[src/core/pes_defines.svh]
`ifndef PES_DEFINES_SVH
`define PES_DEFINES_SVH

////////////////////////////////////////////////////////////////////////////
// register bus and byte addresses
`define PES_AW          8
`define PES_DW          32
`define PES_REG_CTRL    8'h00
`define PES_REG_PAGES   8'h04
`define PES_REG_TIME    8'h08
`define PES_REG_STATUS  8'h0c

// control register fields and reset values
`define PES_CTRL_CAL    0
`define PES_CTRL_PAGE   1
`define PES_CTRL_TIME   2
`define PES_CTRL_W      3
`define PES_CTRL_RST    3'h1
`define PES_PAGES_W     16
`define PES_PAGES_RST   16'h0000
`define PES_TIME_W      24
`define PES_TIME_RST    24'h000000

////////////////////////////////////////////////////////////////////////////
// positions in the synchronised pin vector
`define PES_PIN_PWR     0
`define PES_PIN_DOOR    1
`define PES_PIN_PHASE   2
`define PES_PIN_PICKED  3
`define PES_PIN_FUSER   4
`define PES_PIN_STOPPED 5
`define PES_PIN_TONER   6
`define PES_PIN_CART    7
`define PES_PIN_ENV     8
`define PES_PIN_CRDONE  9
`define PES_PIN_ISDONE  10
`define PES_NPIN        11

// operating period codes
`define PES_PER_W       3
`define PES_PER_OFF     3'h0
`define PES_PER_WAIT    3'h1
`define PES_PER_STANDBY_PERIOD    3'h2
`define PES_PER_INIT    3'h3
`define PES_PER_PRINT   3'h4
`define PES_PER_FINAL   3'h5

// stabilisation time base: one tick per microsecond
`define PES_CLK_NS      4
`define PES_TICK_NS     1000
`define PES_TICK_CYC    (`PES_TICK_NS / `PES_CLK_NS)
`define PES_PRE_W       8

`endif

[src/core/pes_pkg.sv]
`include "pes_defines.svh"

package pes_pkg;

   // sequencer states; several states share one operating period
   typedef enum logic [3:0] {
      st_off                     = 4'h0,
      st_wait_prep               = 4'h1,
      st_wait_cr                 = 4'h2,
      st_wait_is                 = 4'h3,
      st_standby_period          = 4'h4,
      st_standby_cr              = 4'h5,
      st_standby_is              = 4'h6,
      st_sleep                   = 4'h7,
      st_initial_rotation_period = 4'h8,
      st_print                   = 4'h9,
      st_final_rotation_period   = 4'ha
   } pes_state_t;

   // registered engine commands
   typedef struct packed {
      logic                  discharge;
      logic                  phase_adj;
      logic                  belt_clean;
      logic                  sense_en;
      logic                  cr_cmd;
      logic                  is_cmd;
      logic                  sleep_mode;
      logic                  drum_prep;
      logic                  deliver;
      logic                  stab_trig;
      logic [`PES_PER_W-1:0] period;
   } pes_out_t;

endpackage : pes_pkg

[src/core/pes_link_if.sv]
`timescale 1ns/1ps
`include "pes_defines.svh"

interface pes_link_if;
   logic [`PES_NPIN-1:0]    pin_s;
   logic                    in_print;
   logic                    sheet_start;
   logic                    page_en;
   logic                    time_en;
   logic [`PES_PAGES_W-1:0] cfg_pages;
   logic [`PES_TIME_W-1:0]  cfg_time;
   logic                    stab_due;

   modport sync  (output pin_s);
   modport seq   (input pin_s, stab_due, output in_print, sheet_start,
                  page_en, time_en, cfg_pages, cfg_time);
   modport timer (input in_print, sheet_start, page_en, time_en, cfg_pages,
                  cfg_time, output stab_due);
endinterface : pes_link_if

[src/core/pes_pin_sync.sv]
`timescale 1ns/1ps
`include "pes_defines.svh"

module pes_pin_sync (
   input wire logic                 core_clk,
   input wire logic                 rst_b,
   input wire logic [`PES_NPIN-1:0] pins,
   pes_link_if.sync                 link
);
   typedef struct packed {
      logic [`PES_NPIN-1:0] s1;
      logic [`PES_NPIN-1:0] s2;
   } pes_sync_t;

   pes_sync_t s_r;
   pes_sync_t s_nxt;

   // first stage feeds only the second stage
   always_comb begin
      s_nxt.s1 = pins;
      s_nxt.s2 = s_r.s1;
   end

   always_ff @(posedge core_clk or negedge rst_b) begin
      if (!rst_b) s_r <= '0;
      else        s_r <= s_nxt;
   end

   assign link.pin_s = s_r.s2;
endmodule : pes_pin_sync

[src/core/pes_stab_timer.sv]
`timescale 1ns/1ps
`include "pes_defines.svh"

module pes_stab_timer (
   input wire logic core_clk,
   input wire logic rst_b,
   pes_link_if.timer link
);
   typedef struct packed {
      logic [`PES_PRE_W-1:0]   pre;
      logic [`PES_TIME_W-1:0]  tcnt;
      logic [`PES_PAGES_W-1:0] pcnt;
      logic                    due;
   } pes_tmr_t;

   pes_tmr_t s_r;
   pes_tmr_t s_nxt;

   // print time only advances during the print period, so idle time
   // between jobs does not force extra stabilisation cycles
   always_comb begin
      s_nxt     = s_r;
      s_nxt.due = 1'b0;
      if (link.in_print) begin
         if (s_r.pre == `PES_PRE_W'(`PES_TICK_CYC - 1)) begin
            s_nxt.pre  = '0;
            s_nxt.tcnt = s_r.tcnt + 1'b1;
         end else begin
            s_nxt.pre = s_r.pre + 1'b1;
         end
         if (link.time_en && link.cfg_time != '0 &&
             s_r.tcnt >= link.cfg_time) begin
            s_nxt.due  = 1'b1;
            s_nxt.tcnt = '0;
            s_nxt.pre  = '0;
         end
      end
      // sheet count interval, counted as each sheet starts printing
      if (link.sheet_start) begin
         s_nxt.pcnt = s_r.pcnt + 1'b1;
         if (link.page_en && link.cfg_pages != '0 &&
             s_nxt.pcnt >= link.cfg_pages) begin
            s_nxt.due  = 1'b1;
            s_nxt.pcnt = '0;
         end
      end
   end

   always_ff @(posedge core_clk or negedge rst_b) begin
      if (!rst_b) s_r <= '0;
      else        s_r <= s_nxt;
   end

   assign link.stab_due = s_r.due;
endmodule : pes_stab_timer

[src/core/pes_seq.sv]
// Contract
// power-up or door closure enters wait; stay until drum phase is done
// wait commands drum discharge, drum phase adjust, transfer belt clean
// wait samples toner, cartridge, environment; runs calibration first
// standby follows wait or final rotation; holds until print or off
// sleep command in standby puts the engine into sleep mode
// standby runs color registration or stability on formatter command
// print command enters initial rotation until media is picked up
// print period follows initial rotation until fuser trailing edge
// print period triggers stabilisation at set sheet or time interval
// final rotation follows print, ends when delivery motor stops
// print command in final rotation goes straight to initial rotation
// current operating period is shown on an encoded output
//
// Our own choices: strobed register access and the placing of the registers.
`timescale 1ns/1ps
`include "pes_defines.svh"

module pes_seq (
   input  wire logic                  core_clk,
   input  wire logic                  rst_b,
   // register port
   input  wire logic [`PES_AW-1:0]    reg_addr,
   input  wire logic [`PES_DW-1:0]    reg_wdata,
   input  wire logic                  reg_wr,
   input  wire logic                  reg_rd,
   output logic      [`PES_DW-1:0]    reg_rdata,
   // engine pins, asynchronous
   input  wire logic                  power_good,
   input  wire logic                  door_closed,
   input  wire logic                  phase_done,
   input  wire logic                  media_picked,
   input  wire logic                  fuser_paper,
   input  wire logic                  deliver_stopped,
   input  wire logic                  toner_low,
   input  wire logic                  cart_present,
   input  wire logic                  env_ok,
   input  wire logic                  cr_done,
   input  wire logic                  is_done,
   // formatter commands, one-cycle pulses on core_clk
   input  wire logic                  fmt_print_req,
   input  wire logic                  fmt_sleep_req,
   input  wire logic                  fmt_cr_req,
   input  wire logic                  fmt_is_req,
   // engine commands and period code
   output logic      [`PES_PER_W-1:0] period_code,
   output logic                       drum_discharge,
   output logic                       drum_phase_adj,
   output logic                       transfer_belt_clean,
   output logic                       sense_en,
   output logic                       cr_cmd,
   output logic                       is_cmd,
   output logic                       sleep_mode,
   output logic                       drum_prep,
   output logic                       deliver_run,
   output logic                       stab_trig
);

   ////////////////////////////////////////////////////////////////////////
   // state record

   typedef struct packed {
      pes_pkg::pes_state_t     st;
      logic                    fuser_q;
      logic                    print_pend;
      logic                    toner;
      logic                    cart;
      logic                    env;
      logic [`PES_CTRL_W-1:0]  ctrl;
      logic [`PES_PAGES_W-1:0] pages;
      logic [`PES_TIME_W-1:0]  stime;
      logic [`PES_DW-1:0]      rdata;
      pes_pkg::pes_out_t       out;
   } pes_seq_t;

   pes_seq_t             s_r;
   pes_seq_t             s_nxt;
   logic                 ok;
   logic                 go;
   logic                 enter_init;
   logic                 trail_edge;
   logic [`PES_NPIN-1:0] pin;

   pes_link_if link ();

   ////////////////////////////////////////////////////////////////////////
   // helpers

   // operating period of a state
   function automatic logic [`PES_PER_W-1:0] period_of(
      input pes_pkg::pes_state_t st);
      case (st)
         pes_pkg::st_wait_prep,
         pes_pkg::st_wait_cr,
         pes_pkg::st_wait_is:               period_of = `PES_PER_WAIT;
         pes_pkg::st_standby_period,
         pes_pkg::st_standby_cr,
         pes_pkg::st_standby_is,
         pes_pkg::st_sleep:                 period_of = `PES_PER_STANDBY_PERIOD;
         pes_pkg::st_initial_rotation_period:
                                            period_of = `PES_PER_INIT;
         pes_pkg::st_print:                 period_of = `PES_PER_PRINT;
         pes_pkg::st_final_rotation_period: period_of = `PES_PER_FINAL;
         default:                           period_of = `PES_PER_OFF;
      endcase
   endfunction : period_of

   // engine commands for a state; stab_trig is filled in separately
   function automatic pes_pkg::pes_out_t outs_of(
      input pes_pkg::pes_state_t st);
      logic w;
      w                  = period_of(st) == `PES_PER_WAIT;
      outs_of            = '0;
      outs_of.discharge  = w;
      outs_of.belt_clean = w;
      outs_of.sense_en   = w;
      outs_of.phase_adj  = st == pes_pkg::st_wait_prep;
      outs_of.cr_cmd     = st == pes_pkg::st_wait_cr ||
                           st == pes_pkg::st_standby_cr;
      outs_of.is_cmd     = st == pes_pkg::st_wait_is ||
                           st == pes_pkg::st_standby_is;
      outs_of.sleep_mode = st == pes_pkg::st_sleep;
      outs_of.drum_prep  = st == pes_pkg::st_initial_rotation_period;
      outs_of.deliver    = st == pes_pkg::st_final_rotation_period;
      outs_of.period     = period_of(st);
   endfunction : outs_of

   ////////////////////////////////////////////////////////////////////////
   // sub-blocks

   pes_pin_sync u_sync (
      .core_clk (core_clk),
      .rst_b    (rst_b),
      .pins     ({is_done, cr_done, env_ok, cart_present, toner_low,
                  deliver_stopped, fuser_paper, media_picked, phase_done,
                  door_closed, power_good}),
      .link     (link)
   );

   pes_stab_timer u_timer (
      .core_clk (core_clk),
      .rst_b    (rst_b),
      .link     (link)
   );

   // qualified pin views; fuser sensor low after high is the trailing edge
   assign pin        = link.pin_s;
   assign ok         = pin[`PES_PIN_PWR] & pin[`PES_PIN_DOOR];
   assign trail_edge = s_r.fuser_q & ~pin[`PES_PIN_FUSER];

   // timer setup; a sheet counts on entering print so its trigger stays
   // inside the print period, not after the trailing edge
   assign link.in_print    = s_r.st == pes_pkg::st_print;
   assign link.sheet_start = s_nxt.st == pes_pkg::st_print & ~link.in_print;
   assign link.page_en     = s_r.ctrl[`PES_CTRL_PAGE];
   assign link.time_en     = s_r.ctrl[`PES_CTRL_TIME];
   assign link.cfg_pages   = s_r.pages;
   assign link.cfg_time    = s_r.stime;

   ////////////////////////////////////////////////////////////////////////
   // next state

   always_comb begin
      s_nxt   = s_r;
      go      = fmt_print_req | s_r.print_pend;
      s_nxt.fuser_q = pin[`PES_PIN_FUSER];
      case (s_r.st)
         // power or door returns: start the wait period
         pes_pkg::st_off: begin
            s_nxt.st = pes_pkg::st_wait_prep;
         end
         pes_pkg::st_wait_prep: begin
            if (pin[`PES_PIN_PHASE]) begin
               if (s_r.ctrl[`PES_CTRL_CAL])
                  s_nxt.st = pes_pkg::st_wait_cr;
               else
                  s_nxt.st = pes_pkg::st_standby_period;
            end
         end
         pes_pkg::st_wait_cr: begin
            if (pin[`PES_PIN_CRDONE]) s_nxt.st = pes_pkg::st_wait_is;
         end
         pes_pkg::st_wait_is: begin
            if (pin[`PES_PIN_ISDONE])
               s_nxt.st = pes_pkg::st_standby_period;
         end
         // print wins over sleep, sleep over calibration
         pes_pkg::st_standby_period: begin
            if (go)
               s_nxt.st = pes_pkg::st_initial_rotation_period;
            else if (fmt_sleep_req)
               s_nxt.st = pes_pkg::st_sleep;
            else if (fmt_cr_req)
               s_nxt.st = pes_pkg::st_standby_cr;
            else if (fmt_is_req)
               s_nxt.st = pes_pkg::st_standby_is;
         end
         pes_pkg::st_standby_cr: begin
            if (pin[`PES_PIN_CRDONE])
               s_nxt.st = pes_pkg::st_standby_period;
         end
         pes_pkg::st_standby_is: begin
            if (pin[`PES_PIN_ISDONE])
               s_nxt.st = pes_pkg::st_standby_period;
         end
         pes_pkg::st_sleep: begin
            if (go)
               s_nxt.st = pes_pkg::st_initial_rotation_period;
         end
         pes_pkg::st_initial_rotation_period: begin
            if (pin[`PES_PIN_PICKED]) s_nxt.st = pes_pkg::st_print;
         end
         pes_pkg::st_print: begin
            if (trail_edge)
               s_nxt.st = pes_pkg::st_final_rotation_period;
         end
         pes_pkg::st_final_rotation_period: begin
            if (go)
               s_nxt.st = pes_pkg::st_initial_rotation_period;
            else if (pin[`PES_PIN_STOPPED])
               s_nxt.st = pes_pkg::st_standby_period;
         end
         default: s_nxt.st = pes_pkg::st_off;
      endcase

      // power loss or an open door overrides everything
      if (!ok) s_nxt.st = pes_pkg::st_off;

      // a print command is kept until used or until power or door loss: loss wins over a new command, one is used per entry
      enter_init = s_nxt.st == pes_pkg::st_initial_rotation_period &&
                   s_r.st != pes_pkg::st_initial_rotation_period;
      if (!ok)
         s_nxt.print_pend = 1'b0;
      else if (enter_init)
         s_nxt.print_pend = s_r.print_pend & fmt_print_req;
      else
         s_nxt.print_pend = s_r.print_pend | fmt_print_req;

      // consumables and environment tracked only during wait
      if (period_of(s_r.st) == `PES_PER_WAIT) begin
         s_nxt.toner = pin[`PES_PIN_TONER];
         s_nxt.cart  = pin[`PES_PIN_CART];
         s_nxt.env   = pin[`PES_PIN_ENV];
      end

      // commands are registered so the pins never glitch on decode
      s_nxt.out           = outs_of(s_nxt.st);
      s_nxt.out.stab_trig = link.stab_due & link.in_print &
                            s_nxt.st == pes_pkg::st_print;

      // register writes
      if (reg_wr) begin
         case (reg_addr)
            `PES_REG_CTRL:  s_nxt.ctrl  = reg_wdata[`PES_CTRL_W-1:0];
            `PES_REG_PAGES: s_nxt.pages = reg_wdata[`PES_PAGES_W-1:0];
            `PES_REG_TIME:  s_nxt.stime = reg_wdata[`PES_TIME_W-1:0];
            default: ;
         endcase
      end

      // read data stands for one cycle only; unmapped reads give zero
      s_nxt.rdata = '0;
      if (reg_rd) begin
         case (reg_addr)
            `PES_REG_CTRL:   s_nxt.rdata = `PES_DW'(s_r.ctrl);
            `PES_REG_PAGES:  s_nxt.rdata = `PES_DW'(s_r.pages);
            `PES_REG_TIME:   s_nxt.rdata = `PES_DW'(s_r.stime);
            `PES_REG_STATUS: s_nxt.rdata = `PES_DW'({s_r.env, s_r.cart,
                                s_r.toner, s_r.print_pend, s_r.out.period,
                                s_r.st});
            default:         s_nxt.rdata = '0;
         endcase
      end
   end

   ////////////////////////////////////////////////////////////////////////
   // state register

   always_ff @(posedge core_clk or negedge rst_b) begin
      if (!rst_b) begin
         s_r       <= '0;
         s_r.st    <= pes_pkg::st_off;
         s_r.ctrl  <= `PES_CTRL_RST;
         s_r.pages <= `PES_PAGES_RST;
         s_r.stime <= `PES_TIME_RST;
      end else begin
         s_r <= s_nxt;
      end
   end

   // outputs straight from flip-flops
   assign reg_rdata           = s_r.rdata;
   assign period_code         = s_r.out.period;
   assign drum_discharge      = s_r.out.discharge;
   assign drum_phase_adj      = s_r.out.phase_adj;
   assign transfer_belt_clean = s_r.out.belt_clean;
   assign sense_en            = s_r.out.sense_en;
   assign cr_cmd              = s_r.out.cr_cmd;
   assign is_cmd              = s_r.out.is_cmd;
   assign sleep_mode          = s_r.out.sleep_mode;
   assign drum_prep           = s_r.out.drum_prep;
   assign deliver_run         = s_r.out.deliver;
   assign stab_trig           = s_r.out.stab_trig;
endmodule : pes_seq

[config.mk]
export PLATFORM = sky130hd
export DESIGN_NAME = pes_seq
export DESIGN_NICKNAME = d
export VERILOG_FILES = /design/src/core/pes_pkg.sv /design/src/core/pes_link_if.sv /design/src/core/pes_pin_sync.sv /design/src/core/pes_stab_timer.sv /design/src/core/pes_seq.sv
export VERILOG_INCLUDE_DIRS = /design/src /design/src/core
export SDC_FILE = /design/constraint.sdc
export NUM_CORES = 1
export LEC_CHECK = 0
export BUFFER_PORTS_ARGS = -buffer_cell sky130_fd_sc_hd__buf_2
export CORE_MARGIN = 1.5
export CORE_UTILIZATION = 50
export DETAILED_ROUTE_END_ITERATION = 8
export PLACE_DENSITY = 0.7
export SYNTH_ARGS = -nofsm -noshare
export SYNTH_HDL_FRONTEND = slang
export SYNTH_SLANG_ARGS = --single-unit
[constraint.sdc]
create_clock -name core_clk -period 4.6 [get_ports core_clk]
set_input_delay 0.46 -clock core_clk [delete_from_list [all_inputs] [get_ports core_clk]]
set_output_delay 0.46 -clock core_clk [all_outputs]
set_load 0.005 [all_outputs]
==> impl_metrics.toml <==
[global_route]
antenna_found_initial = 0
grt_max_degree = 96
overflow = 0
grt_pass1_vias = 6088
grt_use_total = 0.2253
grt_pass1_wl_mm = 31.53

[synthesis]
ys_warn_count = 0
synth_cells = 838
syn_area_mm2 = 0.008507
synth-seq-area-share = 0.4649
synth_edf_count = 0
synth-async-reset-ratio = 1.000
synthFlopType = "dfrtp_1"
ys_ff_latch = 158
synth.distinct_cells = 68
synth_area_per_cell_um2 = 10.15

[finish]
fillers = 1400
final_cells = 1129
design_area_mm2 = 0.009522
diodes = 0
syn2layout_area_growth_pct = 11.93
final_nets = 1007
final_util = 0.5742
drive_gt1_frac = 0.2134

[drt]
drtAntennaViolNets = 0
dr.pass1.iters = 5
wirelength_mm = 18.94
routed-via-count = 6296
drt_iter0_drc = 483
wl_per_cell_um = 16.77
drc = 0
vias_per_cell = 5.577

[timing]
tightest_slew_ns = 1.094
tns_ns = 0
fin_crit_sh = 0.8299
timing_hold_violations_final = 0
rsz0062_at_grt = "false"
setup_viol = 0
max_freq_mhz = 261.9
setup_ws_ns = 0.7823
fin_hold_ws_ns = 0.1071
clock_skew_ns = 0.01087
slew_headroom = 0.2692
fin_crit_ns = 3.818
finalMaxSlewViolations = 0

[critical_path]
cp_max_fo = 11
rrSetupSlack_ns = 0.78
crit_buf_inv = 2
worst-endpoint-required_ns = 4.91
crit_path_frequent_cell = "nor2_1"
critical_path_class = "register to register"
slowest_delay_ns = 0.44
cp-start-kind = "register"
crit_slowest_cell = "dfrtp_1"
worstSetupEndpointType = "register"
cp.arrival_ns = 4.13
path_cells = "ha_1 > nand3_1 > nor2_1 > and3_1 > and3_1 > nand3_1 > xor2_1 > inv_1 > ha_1 > nand4_1 > nor2_1 > o21ai_0 > a31oi_1 > o211a_1 > buf_4 > nor2_1 > a221o_1"
critical-path-top-delay-family = "simple AND/OR/NAND/NOR gates"

[clock_network]
cts_tree = "built"
htree_levels = 4
cts_hold_buf = 0
cts-resized-gates = 0
clk_pin_slew_ns = 0.06
numClockSinks = 158
root_buffer = "clkbuf_16"
cts_setup_buffers = 0
cts_buffers = 17
clk_latency_ns = 0.42
clk_path_buf_depth = 2

[power_and_ir_drop]
vdd_drop_max_mv = 0.2817
p_leak_nw = 4.599
power.density_mw_per_mm2 = 327.8
power_mw = 3.121

[placed_design]
gp_congestion = 0.8669
post-dp-hpwl_mm = 13.88
dp_slack_ns = 0.8668
dp_cells = 1097
placed_area_mm2 = 0.008916
io_buffer_count = 87

[outcome]
outcome = "finished clean"

[floorplan]
dieHeight_um = 133.4
pin_count = 104
die_area_mm2 = 0.01780
initial_core_util = 0.5130
placementRows = 47
design.core.area_mm2 = 0.01658
fp.dieW_um = 133.4

[min_path]
min_path_type = "input pin to asynchronous set/reset pin"

[flow_run]
cap_violations = 0
[worst reg2reg max path: cells and delay by family (launching register included)]
kind | cells | cell delay, ns
AOI/OAI and AO/OA | 4 | 0.89
xor gates and xnor gates | 1 | 0.20
DFF | 1 | 0.44
and+or+nand+nor | 8 | 1.33
adders and majority gates | 2 | 0.54
buffers and inverters | 2 | 0.30
[cell usage in the layout, fill, tap and decap left out, drive strengths merged, types with 5 or more instances in the layout]
| cell | instances |
|---|---|
| mux2 | 48 |
| xnor2 | 8 |
| inv | 66 |
| o31ai | 6 |
| and3 | 15 |
| a21oi | 39 |
| clkinv | 5 |
| or3 | 10 |
| ha | 52 |
| nor2 | 47 |
| a22o | 13 |
| nor4 | 18 |
| nand2b | 7 |
| conb | 8 |
| xor2 | 9 |
| nand2 | 69 |
| nand4 | 18 |
| nor3 | 12 |
| clkbuf | 20 |
| and2 | 8 |
| a21o | 9 |
| o21ai | 59 |
| and4 | 5 |
| nor2b | 12 |
| nand3 | 23 |
| a22oi | 13 |
| dfrtp | 157 |
| buf | 95 |
| or4 | 6 |
[path summary, 6_finish.rpt]
check / start / endpoint / cells past startpoint
hold reg to reg: u_sync.s_nxt[3] / u_sync.link.pin_s[3] / 0
min in group core_clk: fuser_paper / u_sync.s_nxt[4] / 1
max in group asynchronous: rst_b / link.page_en / 2
hold / removal: rst_b / u_sync.s_nxt[4] / 1
setup / recovery: u_timer.s_r[1] / u_timer.s_r[10] / 17
setup reg to reg: u_timer.s_r[1] / u_timer.s_r[10] / 17
[synthesized netlist by cell type (all sizes together), types with 7 or more instances]
cell type | instances | share of area
a21o | 9 | 0.0079
a21oi | 39 | 0.023
a22o | 13 | 0.013
a22oi | 13 | 0.011
and2 | 8 | 0.0060
and3 | 15 | 0.011
buf | 48 | 0.040
clkbuf | 15 | 0.0066
dfrtp | 157 | 0.46
ha | 52 | 0.076
inv | 63 | 0.028
mux2 | 48 | 0.064
nand2 | 69 | 0.030
nand2b | 7 | 0.0051
nand3 | 23 | 0.015
nand4 | 18 | 0.015
nor2 | 47 | 0.022
nor2b | 12 | 0.0088
nor3 | 12 | 0.0084
nor4 | 18 | 0.018
o21ai | 59 | 0.035
or3 | 10 | 0.0074
xnor2 | 8 | 0.0082
xor2 | 9 | 0.0093
[routing by layer]
metal,vias up,wire [µm],global-route usage
met2,174,8609,0.3451
met3,23,852,0.04224
li1,3053,-,-
met1,3046,9221,0.3281
met5,-,0,0
met4,0,253,0.06401
[power breakdown]
part	switching (mW)	internal, mW	total [mW]
clock	0.568	0.874	1.44
combinational	0.125	0.0874	0.213
sequential	0.0386	1.43	1.47
[state kept, by name (all words and copies together), names as in the netlist, 3 cells and up]
signal,flops
reg_rdata,24
u_sync.s_nxt,11
u_sync.link.pin_s,11
u_timer.s_r,48
period_code,3
s_r,10
link.cfg_time,24
link.cfg_pages,16
[kinds of logic after synthesis]
logic type                 synth area share
buffers and inverters               0.07413
xor gates and xnor gates            0.01750
other                             0.0004408
and+or+nand+nor                      0.1625
adders and majority gates           0.07766
muxes                               0.07089
DFF                                  0.4649
AOI/OAI and AO/OA                    0.1319
[cell type report]
class	instances	area (µm²)	share of cell area
Clock buffer	20	446.7	0.04691
Clock inverter	12	158.9	0.01669
Inverter	63	236.5	0.02484
Multi-Input combinational cell	561	3948	0.4146
Sequential cell	158	3955	0.4154
Tap cell	220	275.3	0.02891
Timing Repair Buffer	95	501.7	0.05269
No activity file was read; power rests on OpenSTA's default activity.
